File: config.mk
export PLATFORM = sky130hd
export DESIGN_NAME = cpms_top
export DESIGN_NICKNAME = d
export VERILOG_FILES = /design/src/design/cpms_pkg.sv /design/src/design/cpms_sync_if.sv /design/src/design/cpms_sync.sv /design/src/design/cpms_top.sv
export VERILOG_INCLUDE_DIRS = /design/src /design/src/design
export SDC_FILE = /design/constraint.sdc
export NUM_CORES = 1
export LEC_CHECK = 0
export BUFFER_PORTS_ARGS = -buffer_cell sky130_fd_sc_hd__buf_2
export CORE_MARGIN = 2
export CORE_UTILIZATION = 38
export CTS_CLUSTER_SIZE = 10
export DETAILED_ROUTE_END_ITERATION = 6
export GPL_TIMING_DRIVEN = 0
export PLACE_DENSITY = 0.83
export SYNTH_ARGS = -nofsm -noshare
export SYNTH_HDL_FRONTEND = slang
export SYNTH_HIERARCHICAL = 1
export SYNTH_SLANG_ARGS = --single-unit
File: constraint.sdc
create_clock -name clk -period 0.8 [get_ports clk]
set_input_delay 0.12 -clock clk [delete_from_list [all_inputs] [get_ports clk]]
set_output_delay 0.12 -clock clk [all_outputs]
set_load 0.02 [all_outputs]
File: src/design/cpms_cfg.svh
`ifndef CPMS_CFG_SVH
`define CPMS_CFG_SVH
// Synchroniser depth for pin inputs
`define CPMS_SYNC_STAGES 2
// Readback select encodings
`define CPMS_SEL_RANGE 1'h0
`define CPMS_SEL_READBACK 1'h1
// Width of the data output bus
`define CPMS_DATA_W 12
// Configuration shift word width
`define CPMS_SHIFT_W 16
`endif

File: src/design/cpms_pkg.sv
`default_nettype none
package cpms_pkg;
   // Mode of the control pins, chosen by the reset pin level
   typedef enum logic [1:0] {
      CPMS_SERIAL = 2'h0,
      CPMS_PARALLEL = 2'h1
   } cpms_mode_type;
endpackage : cpms_pkg
`default_nettype wire

File: src/design/cpms_sync_if.sv
`timescale 1ns/1ps
`default_nettype none
// Synchronised pin levels passed from the synchroniser to the mux logic
interface cpms_sync_if;
   logic reset_pin;
   logic sclk_pin;
   logic serial_in;
   logic select_pin;
   logic drive_en;
   modport src (output reset_pin, sclk_pin, serial_in, select_pin, drive_en);
   modport dst (input reset_pin, sclk_pin, serial_in, select_pin, drive_en);
endinterface : cpms_sync_if
`default_nettype wire

File: src/design/cpms_sync.sv
`timescale 1ns/1ps
`default_nettype none
`include "cpms_cfg.svh"
module cpms_sync (
   input wire logic clk,
   input wire logic rst,
   input wire logic [4:0] pins,
   cpms_sync_if.src so
);
   import cpms_pkg::*;
   logic [4:0] meta_q, meta_d;
   logic [4:0] stab_q, stab_d;

   // First stage feeds only the second stage
   always_comb begin
      meta_d = pins;
      stab_d = meta_q;
   end

   always_ff @(posedge clk or posedge rst) begin
      if (rst) begin
         meta_q <= 5'h00;
         stab_q <= 5'h00;
      end else begin
         meta_q <= meta_d;
         stab_q <= stab_d;
      end
   end

   assign so.reset_pin = stab_q[0];
   assign so.sclk_pin = stab_q[1];
   assign so.serial_in = stab_q[2];
   assign so.select_pin = stab_q[3];
   assign so.drive_en = stab_q[4];
endmodule : cpms_sync
`default_nettype wire

File: src/design/cpms_top.sv
`timescale 1ns/1ps
`default_nettype none
`include "cpms_cfg.svh"
module cpms_top (
   input wire logic clk,
   input wire logic rst,
   input wire logic reset_pin,
   input wire logic sclk_pin,
   input wire logic config_serial_in,
   input wire logic config_select,
   input wire logic drive_en_pin,
   input wire logic readback_sel,
   input wire logic range_flag,
   input wire logic readback_bit,
   input wire logic [`CPMS_DATA_W-1:0] sample_data,
   output logic [`CPMS_DATA_W-1:0] data_out,
   output logic data_out_en_n,
   output logic range_flag_or_readback,
   output var cpms_pkg::cpms_mode_type mode,
   output logic standby,
   output logic analog_ctrl,
   output logic regs_default,
   output logic cfg_shift_pulse,
   output logic cfg_bit,
   output logic cfg_enable
);
   import cpms_pkg::*;

   cpms_sync_if sy();

   cpms_sync u_sync (
      .clk(clk),
      .rst(rst),
      .pins({drive_en_pin, config_select, config_serial_in, sclk_pin, reset_pin}),
      .so(sy)
   );

   logic [`CPMS_DATA_W-1:0] data_q, data_d;
   logic oen_q, oen_d;
   logic stat_q, stat_d;
   cpms_mode_type mode_q, mode_d;
   logic stby_q, stby_d;
   logic ana_q, ana_d;
   logic dflt_q, dflt_d;
   logic shift_q, shift_d;
   logic bit_q, bit_d;
   logic cen_q, cen_d;
   logic sclk_prev_q, sclk_prev_d;

   // Pin decode; mode re-evaluated every cycle, no latching of straps
   always_comb begin
      mode_d = sy.reset_pin ? CPMS_PARALLEL : CPMS_SERIAL;
      dflt_d = sy.reset_pin;
      ana_d = sy.reset_pin & sy.select_pin;
      stby_d = sy.reset_pin & sy.serial_in;
      cen_d = ~sy.reset_pin & ~sy.select_pin;
      bit_d = sy.reset_pin ? 1'h0 : sy.serial_in;
      sclk_prev_d = sy.sclk_pin;
      // Rising serial clock edge is ignored in parallel mode
      shift_d = ~sy.reset_pin & sy.sclk_pin & ~sclk_prev_q;
      oen_d = ~sy.drive_en;
      data_d = sample_data;
      stat_d = (readback_sel == `CPMS_SEL_READBACK) ? readback_bit : range_flag;
   end

   // Registered outputs; drivers off until synchronised pin says otherwise
   always_ff @(posedge clk or posedge rst) begin
      if (rst) begin
         mode_q <= CPMS_SERIAL;
         dflt_q <= 1'h0;
         ana_q <= 1'h0;
         stby_q <= 1'h0;
         cen_q <= 1'h0;
         bit_q <= 1'h0;
         sclk_prev_q <= 1'h0;
         shift_q <= 1'h0;
         oen_q <= 1'h1;
         data_q <= '0;
         stat_q <= 1'h0;
      end else begin
         mode_q <= mode_d;
         dflt_q <= dflt_d;
         ana_q <= ana_d;
         stby_q <= stby_d;
         cen_q <= cen_d;
         bit_q <= bit_d;
         sclk_prev_q <= sclk_prev_d;
         shift_q <= shift_d;
         oen_q <= oen_d;
         data_q <= data_d;
         stat_q <= stat_d;
      end
   end

   assign data_out = data_q;
   assign data_out_en_n = oen_q;
   assign range_flag_or_readback = stat_q;
   assign mode = mode_q;
   assign standby = stby_q;
   assign analog_ctrl = ana_q;
   assign regs_default = dflt_q;
   assign cfg_shift_pulse = shift_q;
   assign cfg_bit = bit_q;
   assign cfg_enable = cen_q;
endmodule : cpms_top
`default_nettype wire

==> impl_metrics.py, run 1 <==
metrics = {
    "timing": {
        "skew_ns": 0.002974,
        "fmax_mhz": 939.3,
        "maxSlewViolCount": 0,
        "worst_slack_ns": -0.2646,
        "rsz0062_at_grt": "yes",
        "setup_viol": 21,
        "finalCritPeriodShare_pct": 133.1,
        "period_needed_ns": 1.065,
        "hold_violations": 0,
    },
    "route": {
        "vias_per_cell": 3.957,
        "vias": 550,
        "first_iter_violations": 0,
        "ant_nets": 0,
        "drt_wl_total_um": 1484,
        "wl_per_cell_um": 10.68,
        "drc": 0,
        "dr.pass1.iters": 1,
    },
    "placement": {
        "port_buffers": 42,
        "dpl.hpwl_um": 912.9,
        "gp_congestion": 0.6324,
        "placed_cells_incl_taps": 113,
        "placed_area_mm2": 0.001097,
    },
    "grt": {
        "first_global_vias": 620,
        "grt_use_total_pct": 14.03,
        "grt.overflow.total": 0,
        "grt_max_degree": 22,
        "grt_pass1_wl_um": 2497,
        "antenna_found_initial": 0,
    },
    "logic_synthesis": {
        "syn-cell-area_um2": 852.1,
        "yosys_warnings": 6,
        "synth_top_area_cell": "dfrtp_1",
        "ys_ff_latch": 31,
        "synthCells": 43,
        "syn_nets": 65,
        "synth_top_area_share_pct": 88.11,
        "synth_area_leaders": "dfrtp_1, dfstp_2, buf_4",
        "ys_seq_area_share_pct": 91.19,
        "syn_avg_cell_area_um2": 19.82,
        "synth_cell_types": 10,
    },
    "final_layout": {
        "n_antenna_cell": 0,
        "area_growth_syn_to_layout_pct": 71.95,
        "finalNonFillerCells": 139,
        "multiInputGateArea_um2": 53.80,
        "regArea_um2": 777.0,
        "layout.nets": 132,
        "drive_gt1_share_pct": 48.65,
        "fillerInstances": 165,
        "postLayoutCellArea_mm2": 0.001465,
    },
    "setup_path": {
        "crit_arrival_ns": 0.94,
        "end_kind": "output port",
        "cp_num_buf_inv": 1,
        "critPathLaunchType": "register",
        "cp_top_family": "flip-flops",
        "critPathKind": "reg2out",
        "startpoint": "data_out_en_n$_DFF_PP1_",
        "critPathMaxFanout": 1,
        "crit_chain": "buf_6",
        "slowest_stage": "dfstp_2",
        "reg2reg_from": "u_sync/stab_q[0]$_DFF_PP0_",
        "cp.required_ns": 0.68,
        "crit_path_max_incr_delay_ns": 0.53,
    },
    "clock_network": {
        "cts.sinks": 31,
        "clk_path_buf_depth": 2,
        "clk-insertion-delay-late_ns": 0.30,
        "htreeDepth": 2,
        "numCtsBuffers": 5,
        "postCtsSetupBuffers": 0,
        "cts_tree": "yes",
        "clkTransAtPathRegs_ns": 0.08,
        "root_buffer": "clkbuf_4",
    },
    "die": {
        "initial_core_util_pct": 39.27,
        "die-area_mm2": 0.002637,
        "ios": 44,
        "die_h_um": 51.35,
        "die_w_um": 51.35,
        "rows": 17,
        "fp.coreArea_mm2": 0.002170,
    },
    "outcome": {
        "violations": "setup timing",
        "run_status": "finished, violations left",
    },
    "hold_path": {
        "hold_start": "readback_bit",
        "hold_class": "in2reg",
    },
    "power": {
        "pwr_density_cell_mw_per_mm2": 1934,
        "report.power.total_w": 0.002834,
        "p_leak_nw": 0.7255,
        "ir_drop_mv": 1.436,
    },
    "flow_run": {
        "cap_violations": 0,
    },
}
-- synthesized netlist by cell type (all sizes together) --
cell / count
conb: 1
dfrtp: 30
mux2: 1
buf: 2
nor2b: 1
nor3b: 1
inv: 3
nor2: 1
and2: 2
dfstp: 1
-- area by class of cell --
class	instances	area share, %
flip-flops and latches	31	53.03
repair buffers	60	35.18
clock buffers	7	3.074
plain buffers	2	1.281
multi-input cells	7	3.672
inverters	3	1.025
well taps	28	2.391
clock inverters	1	0.3416
-- cell families after synthesis --
| kind of cell | count (synthesis) | share of synthesized area (%) |
|---|---|---|
| simple gates | 5 | 3.524 |
| mux | 1 | 1.762 |
| buf+inv | 5 | 3.083 |
| other cells | 1 | 0.4401 |
| flops | 31 | 91.19 |
-- placed cells by master (no fill, tap or decap) --
master         netlist  layout
dfrtp_1             30      30
buf_2                0      22
buf_6                0      21
dlygate4sd3_1        0      18
clkbuf_4             0       5
inv_1                3       2
and2_1               2       2
clkbuf_1             0       2
mux2_4               1       1
nor2_1               1       1
nor2b_1              1       1
clkinvlp_4           0       1
nor3b_2              0       1
buf_4                2       1
conb_1               1       1
clkinv_2             0       1
dfstp_2              1       1
-- sequential cells by signal, indices dropped and copies added (netlist names) --
name / cells
range_flag_or_readback: 1
data_out_en_n: 1
analog_ctrl: 1
standby: 1
sclk_prev_q: 1
u_sync/meta_q: 5
data_out: 12
cfg_shift_pulse: 1
u_sync/stab_q: 5
cfg_enable: 1
cfg_bit: 1
regs_default: 1
-- metrics by stage --
step | setup TNS, ns | worst slack [ns] | util (%) | hold slack [ns]
floorplan | 0 | 0.06697 | - | -0.03982
global placement | 0 | 0.02781 | 50.58 | 0.1012
detailed placement | 0 | 0.003511 | 50.58 | 0.1140
CTS | -7.812 | -0.2881 | 67.13 | 0.02782
global route | -4.394 | -0.3243 | 67.53 | 0.007008
finish | -3.087 | -0.2646 | 67.53 | 0.04287
-- routing by layer --
layer	part of all wire [%]	up-vias	GRT usage (%)
li1	-	261	-
met1	32	258	13.17
met2	61	31	25.11
met3	6.9	0	7.895
met4	0	0	5.263
met5	0	-	0
-- power by group --
part | internal, W | switching (W)
clock network | 0.000342 | 0.000439
registers | 0.00165 | 0.0000370
logic | 0.000213 | 0.000156
-- worst paths after layout --
kind,to,slack (ns),cells after the start
setup / recovery,data_out_en_n,-0.26,1
hold / removal,range_flag_or_readback$_DFF_PP0_,0.04,2
setup reg to reg,analog_ctrl$_DFF_PP0_,0.09,1
hold reg to reg,data_out_en_n$_DFF_PP1_,0.35,1
max in group asynchronous,data_out_en_n$_DFF_PP1_,0.10,3
min in group asynchronous,u_sync/meta_q[4]$_DFF_PP0_,0.38,3
-- what timing repair did --
item                       4_1_cts  5_1_grt
hold endpoints to repair        47        0
gates resized for setup         41        2
gates cloned                     0        0
hold buffers                    18        0
setup endpoints to repair       21       43
Power figures use the tool's default switching activity.
==> run 2, diff against run 1 <==
Settings changed: ABC_AREA set to 1, PLACE_DENSITY 0.83 to 0.82.
==> run 2 against run 1 <==
Against the previous run: the flow still finishes with violations (setup timing); register-to-register slack better by 0.03 ns; global-route usage is 0.60 points higher; worst hold slack hardly changed; cell area is 4.8% higher; first-iteration DRC count is 5 higher; non-clock buffer count is 2 higher; synthesized cell count is 19% higher; sequential share of layout area is 2.4 points lower; sequential power hardly changed; combinational power is 4% higher; critical path depth is 1 higher; critical path type unchanged; largest cell class unchanged.
==> impl_metrics.py, run 2 <==
metrics = {
    "power": {
        "p_sw_share_pct": 21.21,
        "p_comb_share_pct": 11.6,
        "p_leak_nw": 0.7865,
        "switching_power_w": 0.0007009,
        "p_int_w": 0.002604,
        "pwr-share-seq_pct": 51.0,
        "ir_drop_mv": 1.919,
        "power.share.clock_pct": 37.4,
        "pwr_density_cell_mw_per_mm2": 2152,
    },
    "final_layout": {
        "area_growth_syn_to_layout_pct": 77.57,
        "layout_common_cells": "dfrtp_1, buf_6, buf_2, dlygate4sd3_1, inv_1",
        "final_common_cell": "dfrtp_1",
        "layout.nets": 142,
        "finalNonFillerCells": 149,
        "postLayoutCellArea_mm2": 0.001535,
        "n_antenna_cell": 0,
        "fillerInstances": 149,
        "drive_gt1_share_pct": 47.11,
        "post-route-util_pct": 70.07,
        "regArea_um2": 777.0,
        "multiInputGateArea_um2": 42.54,
        "largest_reg_flops": 12,
    },
    "logic_synthesis": {
        "synth_cell_types": 10,
        "synth_edf_count": 0,
        "syn-cell-area_um2": 864.6,
        "yosys-top-cells-count": "dfrtp_1, inv_1, nand2_1, buf_4, nor2_1",
        "synth_top_area_share_pct": 86.83,
        "synthCells": 51,
        "ys.flop_type": "dfrtp_1",
        "yosysMostFrequentCell": "dfrtp_1",
        "syn_nets": 73,
        "yosys_warnings": 6,
        "ys_async_sr_fraction_pct": 100.0,
        "synth_area_leaders": "dfrtp_1, dfstp_2, inv_1",
        "ys_seq_area_share_pct": 89.87,
        "ys_ff_latch": 31,
        "syn_avg_cell_area_um2": 16.95,
        "synth_top_area_cell": "dfrtp_1",
    },
    "die": {
        "die_h_um": 51.70,
        "die-area_mm2": 0.002673,
        "ios": 44,
        "die_w_um": 51.70,
        "initial_core_util_pct": 39.46,
        "fp.coreArea_mm2": 0.002191,
        "rows": 17,
    },
    "placement": {
        "gp_congestion": 0.6311,
        "placed_cells_incl_taps": 121,
        "placed_area_mm2": 0.001110,
        "dpl.hpwl_um": 880,
        "dp_slack_ns": -0.006588,
        "port_buffers": 42,
    },
    "timing": {
        "hold_violations": 0,
        "setup_viol": 21,
        "rsz0062_at_grt": "yes",
        "worst_slack_ns": -0.2852,
        "skew_ns": 0.004025,
        "fmax_mhz": 921.5,
        "maxSlewViolCount": 0,
        "period_needed_ns": 1.085,
        "fin_setup_tns_ns": -3.394,
        "finalCritPeriodShare_pct": 135.7,
    },
    "route": {
        "wl_per_cell_um": 10.97,
        "drc": 0,
        "dr.pass1.iters": 4,
        "drt_wl_total_um": 1634,
        "vias": 576,
        "vias_per_cell": 3.866,
        "first_iter_violations": 5,
        "ant_nets": 0,
    },
    "grt": {
        "antenna_found_initial": 0,
        "grt_pass1_wl_um": 2559,
        "grt_max_degree": 22,
        "grt.overflow.total": 0,
        "grt_use_total_pct": 14.63,
        "grt_util_met2_pct": 29.06,
        "grt_busiest_layer": "met2",
        "grtUsageMet1_pct": 11.50,
        "first_global_vias": 602,
        "met3_usage_pct": 7.759,
    },
    "clock_network": {
        "clk-insertion-delay-late_ns": 0.32,
        "htreeDepth": 2,
        "cts.sinks": 31,
        "clk_path_buf_depth": 2,
        "cts_tree": "yes",
        "numCtsBuffers": 5,
        "root_buffer": "clkbuf_4",
        "clkTransAtPathRegs_ns": 0.09,
    },
    "hold_path": {
        "hold_class": "in2reg",
        "hold_path_depth": 3,
    },
    "outcome": {
        "run_status": "finished, violations left",
        "violations": "setup timing",
    },
    "setup_path": {
        "reg2reg_depth": 3,
        "cp.required_ns": 0.68,
        "end_kind": "output port",
        "crit_arrival_ns": 0.97,
        "critPathKind": "reg2out",
        "critPathMaxFanout": 2,
        "critPathLaunchType": "register",
    },
    "flow_run": {
        "cap_violations": 0,
    },
}
-- run 2: changes by cell type in the layout (fill, tap and decap cells not counted), moves of 2 or more --
| cell | delta |
|---|---|
| inv_1 | +4 |
| nand2_1 | +5 |
| clkbuf_1 | -2 |
| dlygate4sd3_1 | +2 |
| and2_1 | -2 |
-- run 2: repair_timing --
action                                 CTS  global route
endpoints found under the hold margin   48             0
buffers inserted                         0             0
setup endpoints to repair               21            42
resized for setup                       43             1
pin swaps                                0             0
cloned                                   0             0
hold buffers                            20             0
-- run 2: layout make-up --
type	count	share of cell area [%]
plain buffers	2	1.222
clock buffers	6	3.341
clock inverters	2	2.282
inverters	8	2.200
multi-input cells	10	2.771
flip-flops and latches	31	50.61
well taps	28	2.282
repair buffers	62	35.29
-- run 2: through the flow --
| stage | hold slack [ns] | total power (W) |
|---|---|---|
| floorplan | -0.03982 | 0.001827 |
| detailed placement | 0.1039 | 0.001941 |
| global route | 0.02352 | 0.003464 |
| CTS | 0.01796 | 0.003317 |
| global placement | 0.09506 | 0.001932 |
| finish | 0.04241 | 0.003304 |
-- run 2: logic make-up after synthesis --
family	synth area share [%]
DFF	89.87
other	0.4337
buffers and inverters	5.209
and+or+nand+nor	4.488
-- run 2: worst max-delay path, cell delays in order, from the launching register on --
cell	delay (ns)
dfrtp_1	0.41
buf_6	0.12
buf_6	0.12
-- run 2: power groups by stage --
stage / Combinational (W) / Sequential (W) / Clock, W
2_1_floorplan: 0.0000544 / 0.00177 / 0
3_3_place_gp: 0.000233 / 0.00170 / 0
3_5_place_dp: 0.000238 / 0.00170 / 0
4_1_cts: 0.000378 / 0.00169 / 0.00125
5_1_grt: 0.000413 / 0.00169 / 0.00136
6_report: 0.000384 / 0.00169 / 0.00123
-- run 2: worst paths after layout --
| kind | start | to | slack [ns] |
|---|---|---|---|
| max reg2reg | u_sync/stab_q[0]$_DFF_PP0_ | cfg_shift_pulse$_DFF_PP0_ | 0.12 |
| min | readback_sel | range_flag_or_readback$_DFF_PP0_ | 0.04 |
| max | regs_default$_DFF_PP0_ | mode[0] | -0.29 |
| min reg2reg | u_sync/meta_q[0]$_DFF_PP0_ | u_sync/stab_q[0]$_DFF_PP0_ | 0.35 |
| min in group asynchronous | rst | u_sync/meta_q[2]$_DFF_PP0_ | 0.38 |
| max in group asynchronous | rst | data_out_en_n$_DFF_PP1_ | 0.07 |
-- run 2: per-layer routing --
layer / vias up / routed length (um)
met1: 261 / 554
li1: 282 / -
met3: 2 / 103
met4: 0 / 15
met2: 31 / 961
met5: - / 0
